==> src/pfsp_pkg.sv <==
package pfsp_pkg;
    // command addresses and data codes
    localparam logic [19:0] ADDR_UNLOCK1 = 20'h05555;
    localparam logic [19:0] ADDR_UNLOCK2 = 20'h02AAA;
    localparam logic [19:0] ADDR_MAKER = 20'h00000;
    localparam logic [19:0] ADDR_PART = 20'h00001;
    localparam logic [15:0] CODE_AA = 16'h00AA;
    localparam logic [15:0] CODE_55 = 16'h0055;
    localparam logic [15:0] CODE_PROG = 16'h00A0;
    localparam logic [15:0] CODE_ERASE = 16'h0080;
    localparam logic [15:0] CODE_ID = 16'h0090;
    localparam logic [15:0] CODE_QUERY = 16'h0098;
    localparam logic [15:0] CODE_EXIT = 16'h00F0;
    localparam logic [15:0] CODE_SECTOR = 16'h0030;
    localparam logic [15:0] CODE_BLOCK = 16'h0050;
    localparam logic [15:0] CODE_CHIP = 16'h0010;
    // status bit positions
    localparam int POLL_BIT = 7;
    localparam int TOGGLE_BIT = 6;
    // sector and block field lowest address bits
    localparam int SECTOR_LSB = 11;
    localparam int BLOCK_LSB = 15;
    // timing at 200 MHz
    localparam int CLK_PS = 5000;
    localparam int SETTLE_US = 1;
    localparam int SETTLE_CYC = (SETTLE_US * 1000000 + CLK_PS - 1) / CLK_PS;
    localparam int STROBE_NS = 5;
    // strobe held low longer than 5 ns: at least two cycles of 5 ns
    localparam int STROBE_CYC = (STROBE_NS * 1000 + CLK_PS - 1) / CLK_PS + 1;
    localparam int SETUP_CYC = 2;
    // host operations
    typedef enum logic [2:0] {
        PFSP_OP_READ, PFSP_OP_PROG, PFSP_OP_SECT, PFSP_OP_BLOCK,
        PFSP_OP_CHIP, PFSP_OP_ID, PFSP_OP_QUERY, PFSP_OP_EXIT
    } pfsp_op_t;
endpackage

==> src/pfsp_host.sv <==
// Implementation choices: the plain strobed port and the register addresses.
`timescale 1ns/1ps
// flash host controller: command sequences, status polling, mode tracking
module pfsp_host #(
    parameter int SETTLE_CYC = pfsp_pkg::SETTLE_CYC // wait before full-word reads
) (
    input wire logic clk, // system clock
    input wire logic rst_n, // synchronous reset, active low
    input wire logic [3:0] regAddr, // register address
    input wire logic [31:0] regWdata, // register write data
    input wire logic regWr, // write strobe
    input wire logic regRd, // read strobe
    output logic [31:0] regRdata, // read data, one cycle after strobe
    output logic [19:0] flAddr, // flash address
    output logic flCe_n, // chip select
    output logic flOe_n, // output enable
    output logic flWe_n, // write strobe
    output logic [15:0] flDqOut, // dq driven by host
    output logic flDqOe_n, // low while host drives dq
    input wire logic [15:0] flDqIn // dq from flash
);
    // own register map (word index)
    localparam logic [3:0] REG_CMD = 4'h0; // op in [2:0], writing starts
    localparam logic [3:0] REG_ADDR = 4'h1; // target address
    localparam logic [3:0] REG_DATA = 4'h2; // program data
    localparam logic [3:0] REG_STAT = 4'h3; // status
    localparam logic [3:0] REG_RDAT = 4'h4; // last read data

    typedef enum logic [2:0] {PFSP_IDLE, PFSP_ISSUE, PFSP_WAIT, PFSP_POLL,
        PFSP_SETTLE} pfsp_st_t;
    pfsp_st_t state; // sequencer state
    pfsp_pkg::pfsp_op_t op; // operation in progress
    logic [19:0] tAddr; // target address
    logic [15:0] tData; // target data
    logic [2:0] step; // write cycle index in the sequence
    logic [15:0] rdWord; // last read word
    logic lastToggle; // toggle bit of previous poll
    logic havePoll; // previous poll valid
    logic busyFlash; // internal operation running
    logic inQuery; // flash in query mode
    logic inId; // flash in id mode
    logic [19:0] settleCnt; // settle counter
    logic bcStart; // start one bus cycle
    logic havePollWait; // a poll read is in flight
    logic bcDone; // bus cycle finished
    logic [15:0] bcRd; // bus cycle read data

    // sequence length per op: program 4, erase 6, id/query 3, exit 1
    function automatic logic [2:0] seqLen(pfsp_pkg::pfsp_op_t o);
        case (o)
            pfsp_pkg::PFSP_OP_PROG: seqLen = 3'd4;
            pfsp_pkg::PFSP_OP_SECT, pfsp_pkg::PFSP_OP_BLOCK,
            pfsp_pkg::PFSP_OP_CHIP: seqLen = 3'd6;
            pfsp_pkg::PFSP_OP_ID, pfsp_pkg::PFSP_OP_QUERY: seqLen = 3'd3;
            pfsp_pkg::PFSP_OP_EXIT: seqLen = 3'd1;
            default: seqLen = 3'd0;
        endcase
    endfunction

    wire isErase = (op == pfsp_pkg::PFSP_OP_SECT) || (op == pfsp_pkg::PFSP_OP_BLOCK)
        || (op == pfsp_pkg::PFSP_OP_CHIP);
    wire isRead = (op == pfsp_pkg::PFSP_OP_READ);
    wire lastStep = (step == seqLen(op) - 3'd1);
    // third-cycle code by op
    wire [15:0] thirdCode = (op == pfsp_pkg::PFSP_OP_PROG) ? pfsp_pkg::CODE_PROG :
        (op == pfsp_pkg::PFSP_OP_ID) ? pfsp_pkg::CODE_ID :
        (op == pfsp_pkg::PFSP_OP_QUERY) ? pfsp_pkg::CODE_QUERY :
        (op == pfsp_pkg::PFSP_OP_EXIT) ? pfsp_pkg::CODE_EXIT : pfsp_pkg::CODE_ERASE;
    // final erase code
    wire [15:0] eraseCode = (op == pfsp_pkg::PFSP_OP_SECT) ? pfsp_pkg::CODE_SECTOR :
        (op == pfsp_pkg::PFSP_OP_BLOCK) ? pfsp_pkg::CODE_BLOCK : pfsp_pkg::CODE_CHIP;
    // erase address: sector or block field kept, rest zero; chip at 5555H
    wire [19:0] sectAddr = {tAddr[19:pfsp_pkg::SECTOR_LSB], 11'h000};
    wire [19:0] blockAddr = {tAddr[19:pfsp_pkg::BLOCK_LSB], 15'h0000};
    wire [19:0] eraseAddr = (op == pfsp_pkg::PFSP_OP_SECT) ? sectAddr :
        (op == pfsp_pkg::PFSP_OP_BLOCK) ? blockAddr : pfsp_pkg::ADDR_UNLOCK1;
    // unlock pattern: AA@5555, 55@2AAA, code@5555, AA, 55, final
    wire [2:0] pos = (op == pfsp_pkg::PFSP_OP_EXIT) ? 3'd2 : step;
    wire [19:0] cycAddr = (pos == 3'd1 || pos == 3'd4) ? pfsp_pkg::ADDR_UNLOCK2 :
        (pos == 3'd5) ? eraseAddr :
        (pos == 3'd3 && op == pfsp_pkg::PFSP_OP_PROG) ? tAddr : pfsp_pkg::ADDR_UNLOCK1;
    wire [15:0] cycData = (pos == 3'd1 || pos == 3'd4) ? pfsp_pkg::CODE_55 :
        (pos == 3'd2) ? thirdCode :
        (pos == 3'd5) ? eraseCode :
        (pos == 3'd3 && op == pfsp_pkg::PFSP_OP_PROG) ? tData : pfsp_pkg::CODE_AA;
    // toggle seen stable and poll bit final: operation finished
    wire toggleStill = havePoll && (bcRd[pfsp_pkg::TOGGLE_BIT] == lastToggle);
    wire pollDone = isErase ? bcRd[pfsp_pkg::POLL_BIT] :
        (bcRd[pfsp_pkg::POLL_BIT] == tData[pfsp_pkg::POLL_BIT]);
    wire cmdGo = regWr && (regAddr == REG_CMD) && (state == PFSP_IDLE);
    // all commands refused while the flash is busy
    wire cmdOk = !busyFlash;
    wire [31:0] statWord = {26'h0000000, inId, inQuery, busyFlash, 1'b0,
        1'b0, state != PFSP_IDLE};
    wire [31:0] rdMux = (regAddr == REG_STAT) ? statWord :
        (regAddr == REG_RDAT) ? {16'h0000, rdWord} :
        (regAddr == REG_ADDR) ? {12'h000, tAddr} :
        (regAddr == REG_DATA) ? {16'h0000, tData} : 32'h00000000;

    assign bcStart = (state == PFSP_ISSUE) || (state == PFSP_POLL && !bcDone
        && settleCnt == 20'h00000 && !havePollWait);

    pfsp_bus_cycle u_cycle (
        .clk(clk),
        .rst_n(rst_n),
        .start(bcStart),
        .isWrite(state == PFSP_ISSUE),
        .addrIn((state == PFSP_ISSUE) ? cycAddr : tAddr),
        .dataIn(cycData),
        .done(bcDone),
        .rdData(bcRd),
        .flAddr(flAddr),
        .flCe_n(flCe_n),
        .flOe_n(flOe_n),
        .flWe_n(flWe_n),
        .flDqOut(flDqOut),
        .flDqOe_n(flDqOe_n),
        .flDqIn(flDqIn)
    );

    // register bus slave
    always_ff @(posedge clk) begin
        if (!rst_n) begin
            regRdata <= 32'h00000000;
            tAddr <= 20'h00000;
            tData <= 16'h0000;
        end else begin
            regRdata <= regRd ? rdMux : 32'h00000000;
            if (regWr && regAddr == REG_ADDR && state == PFSP_IDLE) begin
                tAddr <= regWdata[19:0];
            end
            if (regWr && regAddr == REG_DATA && state == PFSP_IDLE) begin
                tData <= regWdata[15:0];
            end
        end
    end

    // command sequencer
    always_ff @(posedge clk) begin
        if (!rst_n) begin
            state <= PFSP_IDLE;
            op <= pfsp_pkg::PFSP_OP_READ;
            step <= 3'd0;
            rdWord <= 16'h0000;
            lastToggle <= 1'b0;
            havePoll <= 1'b0;
            havePollWait <= 1'b0;
            busyFlash <= 1'b0;
            inQuery <= 1'b0;
            inId <= 1'b0;
            settleCnt <= 20'h00000;
        end else begin
            case (state)
                PFSP_IDLE: begin
                    if (cmdGo && cmdOk) begin
                        op <= pfsp_pkg::pfsp_op_t'(regWdata[2:0]);
                        step <= 3'd0;
                        state <= (regWdata[2:0] == 3'd0) ? PFSP_POLL : PFSP_ISSUE;
                        havePoll <= 1'b0;
                    end
                end
                PFSP_ISSUE: begin
                    state <= PFSP_WAIT; // one write cycle per step
                end
                PFSP_WAIT: begin
                    if (bcDone) begin
                        step <= step + 3'd1;
                        if (!lastStep) begin
                            state <= PFSP_ISSUE;
                        end else if (op == pfsp_pkg::PFSP_OP_PROG || isErase) begin
                            busyFlash <= 1'b1;
                            state <= PFSP_POLL;
                        end else begin
                            inQuery <= (op == pfsp_pkg::PFSP_OP_QUERY);
                            inId <= (op == pfsp_pkg::PFSP_OP_ID);
                            state <= PFSP_IDLE;
                        end
                    end
                end
                PFSP_POLL: begin
                    if (bcStart) begin
                        havePollWait <= 1'b1;
                    end
                    if (bcDone) begin
                        havePollWait <= 1'b0;
                        rdWord <= bcRd;
                        lastToggle <= bcRd[pfsp_pkg::TOGGLE_BIT];
                        havePoll <= 1'b1;
                        if (isRead) begin
                            state <= PFSP_IDLE;
                        end else if (toggleStill && pollDone) begin
                            busyFlash <= 1'b0;
                            settleCnt <= 20'(SETTLE_CYC);
                            state <= PFSP_SETTLE;
                        end
                    end
                end
                default: begin
                    // wait out the settle time before trusting the whole word
                    if (settleCnt != 20'h00000) begin
                        settleCnt <= settleCnt - 20'h00001;
                    end else begin
                        state <= PFSP_IDLE;
                    end
                end
            endcase
        end
    end

    AST_SETTLE_HOLD: assert property (@(posedge clk) disable iff (!rst_n)
        (state == PFSP_SETTLE && settleCnt != 20'h00000) |=> state == PFSP_SETTLE)
        else $error("left settle early");
    AST_BUSY_NO_CMD: assert property (@(posedge clk) disable iff (!rst_n)
        busyFlash |-> !(state == PFSP_ISSUE)) else $error("command while busy");
    AST_EXIT_CLEARS: assert property (@(posedge clk) disable iff (!rst_n)
        (state == PFSP_WAIT && bcDone && lastStep && op == pfsp_pkg::PFSP_OP_EXIT)
        |=> !inQuery && !inId) else $error("exit did not clear mode");
    AST_PROG_BUSY: assert property (@(posedge clk) disable iff (!rst_n)
        (state == PFSP_WAIT && bcDone && lastStep && op == pfsp_pkg::PFSP_OP_PROG)
        |=> busyFlash && state == PFSP_POLL) else $error("program not polled");
    COV_PROG: cover property (@(posedge clk) disable iff (!rst_n)
        $fell(busyFlash) && op == pfsp_pkg::PFSP_OP_PROG);
    COV_ERASE: cover property (@(posedge clk) disable iff (!rst_n) $fell(busyFlash) && isErase);
    COV_QUERY: cover property (@(posedge clk) disable iff (!rst_n) $rose(inQuery));
endmodule

==> src/pfsp_bus_cycle.sv <==
`timescale 1ns/1ps
// one asynchronous bus cycle: a read or a we-controlled write
module pfsp_bus_cycle (
    input wire logic clk, // system clock
    input wire logic rst_n, // synchronous reset, active low
    input wire logic start, // one-cycle request
    input wire logic isWrite, // 1 write, 0 read
    input wire logic [19:0] addrIn, // cycle address
    input wire logic [15:0] dataIn, // write data
    output logic done, // one-cycle completion pulse
    output logic [15:0] rdData, // captured read data
    output logic [19:0] flAddr, // flash address
    output logic flCe_n, // chip select
    output logic flOe_n, // output enable
    output logic flWe_n, // write strobe
    output logic [15:0] flDqOut, // data driven to flash
    output logic flDqOe_n, // low while host drives dq
    input wire logic [15:0] flDqIn // data from flash
);
    typedef enum logic [1:0] {PFSP_BC_IDLE, PFSP_BC_SETUP, PFSP_BC_STROBE,
        PFSP_BC_HOLD} pfsp_bc_t;
    pfsp_bc_t state; // cycle phase
    logic [3:0] cnt; // phase counter
    logic wr; // latched direction
    // phase sequencing; address stands before strobe falls and after it rises
    always_ff @(posedge clk) begin
        if (!rst_n) begin
            state <= PFSP_BC_IDLE;
            cnt <= 4'h0;
            wr <= 1'b0;
            flAddr <= 20'h00000;
            flDqOut <= 16'h0000;
            flCe_n <= 1'b1;
            flOe_n <= 1'b1;
            flWe_n <= 1'b1;
            flDqOe_n <= 1'b1;
            rdData <= 16'h0000;
            done <= 1'b0;
        end else begin
            done <= 1'b0;
            case (state)
                PFSP_BC_IDLE: begin
                    if (start) begin
                        // ce low, oe high for writes; oe low only for reads
                        wr <= isWrite;
                        flAddr <= addrIn;
                        flDqOut <= {8'h00, 8'h00} | dataIn;
                        flCe_n <= 1'b0;
                        flOe_n <= isWrite;
                        flDqOe_n <= !isWrite;
                        cnt <= 4'h0;
                        state <= PFSP_BC_SETUP;
                    end
                end
                PFSP_BC_SETUP: begin
                    cnt <= cnt + 4'h1;
                    if (cnt == 4'(pfsp_pkg::SETUP_CYC - 1)) begin
                        flWe_n <= !wr;
                        cnt <= 4'h0;
                        state <= PFSP_BC_STROBE;
                    end
                end
                PFSP_BC_STROBE: begin
                    cnt <= cnt + 4'h1;
                    // strobe kept low long enough to pass the glitch filter
                    if (cnt == 4'(pfsp_pkg::STROBE_CYC - 1)) begin
                        flWe_n <= 1'b1;
                        if (!wr) begin
                            rdData <= flDqIn;
                        end
                        cnt <= 4'h0;
                        state <= PFSP_BC_HOLD;
                    end
                end
                default: begin
                    // release bus and deselect: floats dq, standby
                    flCe_n <= 1'b1;
                    flOe_n <= 1'b1;
                    flDqOe_n <= 1'b1;
                    done <= 1'b1;
                    state <= PFSP_BC_IDLE;
                end
            endcase
        end
    end
    // write strobe only falls with oe high and ce low
    AST_WRITE_GATED: assert property (@(posedge clk) disable iff (!rst_n)
        (!flWe_n |-> !flCe_n && flOe_n)) else $error("write strobe ungated");
    AST_STROBE_WIDTH: assert property (@(posedge clk) disable iff (!rst_n)
        $fell(flWe_n) |-> !flWe_n [*2]) else $error("write strobe too short");
    AST_NO_FIGHT: assert property (@(posedge clk) disable iff (!rst_n)
        (!flOe_n |-> flDqOe_n)) else $error("host drives dq during read");
    AST_DONE_IDLE: assert property (@(posedge clk) disable iff (!rst_n)
        done |-> flCe_n && flWe_n) else $error("cycle ended with ce low");
    COV_WRITE: cover property (@(posedge clk) disable iff (!rst_n) $fell(flWe_n));
    COV_READ: cover property (@(posedge clk) disable iff (!rst_n) $fell(flOe_n));
endmodule

==> config.mk <==
export PLATFORM = sky130hd
export DESIGN_NAME = pfsp_host
export DESIGN_NICKNAME = d
export VERILOG_FILES = /design/src/pfsp_pkg.sv /design/src/pfsp_host.sv /design/src/pfsp_bus_cycle.sv
export SDC_FILE = /design/constraint.sdc
export NUM_CORES = 1
export LEC_CHECK = 0
export BUFFER_PORTS_ARGS = -buffer_cell sky130_fd_sc_hd__buf_2
export CORE_MARGIN = 2
export CORE_UTILIZATION = 40
export DETAILED_ROUTE_END_ITERATION = 16
export SLEW_MARGIN = 30
export SYNTH_ARGS = -nofsm -noshare
export SYNTH_HDL_FRONTEND = slang
export SYNTH_SLANG_ARGS = --single-unit
==> constraint.sdc <==
create_clock -name clk -period 5.3 [get_ports clk]
set_input_delay 0.53 -clock clk [delete_from_list [all_inputs] [get_ports clk]]
set_output_delay 0.53 -clock clk [all_outputs]
set_load 0.005 [all_outputs]
==> flow_metrics.env <==
export IMPL_synth_seq_area_share_pct=46.6
export IMPL_ys_flop_type="dfxtp_1"
export IMPL_status="complete, no violations"
export IMPL_cp_max_fo=19
export IMPL_highest_layer="met4"
export IMPL_synthArstFlopShare_pct=0
export IMPL_maxCapViolCount=0
export IMPL_synthCells=916
export IMPL_portBuffers=103
export IMPL_slew_viol_final=0
export IMPL_clock_sinks=170
export IMPL_die_area_um2=19300
export IMPL_cts_clk_slew_worst_paths_ns=0.07
export IMPL_dr_wl_met2_mm=8.63
export IMPL_register_area_um2=3400
export IMPL_dr_pass1_iters=5
export IMPL_detail_route_antenna_nets=0
export IMPL_critPathLaunchType="register"
export IMPL_ys_warn_count=0
export IMPL_wl_per_cell_um=16.3
export IMPL_multiInputGateArea_um2=3590
export IMPL_critPathRequiredTime_ns=5.59
export IMPL_tightest_slew_ns=0.969
export IMPL_drt_total_wl_mm=20.0
export IMPL_grt_pass1_wl_mm=31.8
export IMPL_power_density_nw_per_um2=400
export IMPL_synth_edf_count=0
export IMPL_final_setup_tns_ns=0
export IMPL_die_w_um=139
export IMPL_yosysTopAreaCell="dfxtp_1"
export IMPL_pin_count=128
export IMPL_area_delta_synth_final_pct=16.5
export IMPL_place_congestion=0.918
export IMPL_arrival_ns=3.03
export IMPL_rsz0062_at_grt="no"
export IMPL_power_leakage_uw=0.00318
export IMPL_fmaxAchievable_mhz=364
export IMPL_nets=1051
export IMPL_drt_iter0_markers=629
export IMPL_ys_ff_latch=170
export IMPL_fill_cells=1780
export IMPL_clockRootBuffer="clkbuf_16"
export IMPL_fin_util_pct=47.5
export IMPL_track_usage_pct=20.4
export IMPL_max_slew_margin_pct=35.3
export IMPL_period_needed_ns=2.75
export IMPL_grt_overflow_total=0
export IMPL_grt_max_degree=50
export IMPL_clk_latency_ns=0.44
export IMPL_hold_viol=0
export IMPL_setup_viol=0
export IMPL_vias=6604
export IMPL_m1WireLength_mm=9.77
export IMPL_vias_per_cell=5.38
export IMPL_synth_top_area_share_pct=46.6
export IMPL_finClkSkew_ns=0.0109
export IMPL_hold_buffers=0
export IMPL_first_global_vias=5917
export IMPL_clock_path_buffers=2
export IMPL_synth_distinct_cells=69
export IMPL_diodes=0
export IMPL_yosys_top_cells_area="dfxtp_1, nand2_1, a21oi_1, nand3_1, nor2_1"
export IMPL_rows=49
export IMPL_path_class="register to register"
export IMPL_dpl_hpwl_mm=14.1
export IMPL_die_y_um=139
export IMPL_layout_drive_gt1_share_pct=16.0
export IMPL_initial_core_util_pct=40.8
export IMPL_fin_crit_sh_pct=51.8
export IMPL_htree_levels=4
export IMPL_cts_tree="built"
export IMPL_post_synth_cell_area_avg_um2=7.96
export IMPL_cts_resized=0
export IMPL_postCtsSetupRepairBufs=0
export IMPL_hold_path_class="primary input to register"
export IMPL_syn_cell_area_um2=7300
export IMPL_vdd_drop_max_mv=0.237
export IMPL_cts_buffers=17
export IMPL_drc=0
export IMPL_end_kind="register"
export IMPL_met3_wirelength_mm=1.23
export IMPL_core_um2=17900
export IMPL_antenna_found_initial=0
-- worst paths after layout --
path / startpoint / to / slack, ns / cells past startpoint
min: flDqIn[8] / u_cycle.rdData[8] / 0.32 / 3
max: state[1] / settleCnt[2] / 2.55 / 5
max reg2reg: state[1] / settleCnt[2] / 2.55 / 5
min reg2reg: u_cycle.rdData[2] / rdWord[2] / 0.45 / 2
-- power by group --
part           internal, µW  leakage (µW)  switching [µW]
sequential             1380       0.00137            82.8
combinational           238       0.00152             430
clock                   725      0.000288             537
total                  2350       0.00318            1050
-- cell usage after synthesis, types with 4 or more instances --
cell type / instances
nand2_1: 200
dfxtp_1: 170
a21oi_1: 123
nor2_1: 59
nand3_1: 48
clkbuf_1: 46
o21ai_1: 38
or3_1: 16
nor3_1: 14
or4_1: 14
inv_1: 13
o21ai_0: 13
a222oi_1: 12
buf_4: 12
o31ai_1: 11
ha_1: 9
and2_1: 6
buf_2: 6
mux2i_1: 6
nor3b_1: 6
a211oi_1: 5
a31oi_1: 5
buf_1: 5
o2111ai_1: 4
o211ai_1: 4
-- layer usage --
layer  GRT usage [%]  up-vias
li1                -     3365
met1            28.6     3042
met2            30.6      171
met3            5.87       26
met4            6.06        0
met5               0        -
-- layout make-up --
cell class | count | area share, %
multi-input combinational | 674 | 42.3
clock inverter | 12 | 1.65
tap | 229 | 3.37
inverter | 13 | 0.574
timing repair buffer | 110 | 6.68
clock buffer | 20 | 5.37
sequential | 170 | 40.0
-- worst max-delay path: stages (launching register included) --
cell	delay [ns]
dfxtp_1	0.56
and4b_1	0.77
nand2_1	0.12
a211oi_1	0.49
nand2b_1	0.57
a21oi_1	0.09
-- state kept, by name (all words and copies together), names as in the netlist, 2 cells and up --
register / count
op: 3
rdWord: 16
regRdata: 20
settleCnt: 20
state: 3
step: 3
tAddr: 20
tData: 16
u_cycle.cnt: 4
u_cycle.flAddr: 20
u_cycle.flDqOut: 16
u_cycle.rdData: 16
u_cycle.state: 2
-- cells in the final DEF, fill, tap and decap left out, types with 4 or more instances in the layout --
cell type  instances
nand2_1          200
dfxtp_1          170
a21oi_1          123
buf_2            103
nor2_1            58
nand3_1           48
o21ai_1           38
clkbuf_16         17
or3_1             16
nor3_1            14
or4_1             14
o21ai_0           13
inv_1             12
a222oi_1          12
conb_1            12
o31ai_1           11
ha_1               9
buf_4              7
and2_1             6
nor3b_1            5
a211oi_1           5
mux2i_1            5
a31oi_1            5
o2111ai_1          4
o211ai_1           4
clkinv_4           4
-- cells by family (layout without fill, tap and decap cells) --
family	Yosys count	in the layout	synth area share [%]
adder cells (fa/ha/maj)	9	9	1.54
XOR/XNOR	5	5	0.600
AND/OR/NAND/NOR	399	399	25.3
buffers and inverters	83	155	5.09
other	1	12	0.0514
AO/OA/AOI/OAI	243	243	19.9
multiplexers	6	6	0.823
flip-flops	170	170	46.6
-- stage by stage --
| stage | setup WS [ns] | hold slack (ns) | power [µW] | cells | cell area (µm²) |
|---|---|---|---|---|---|
| 6_report | 2.55 | 0.324 | 3400 | 1228 | 8500 |
| 3_3_place_gp | 2.58 | 0.442 | 2160 | 1196 | 7890 |
| 4_1_cts | 2.52 | 0.316 | 3420 | 1228 | 8480 |
| 5_1_grt | 2.25 | 0.318 | 3570 | 1228 | 8500 |
| 3_5_place_dp | 2.53 | 0.444 | 2160 | 1196 | 7890 |
| 2_1_floorplan | 3.17 | 0.432 | 1930 | 927 | 7340 |
(Power assumes the default switching activity.)
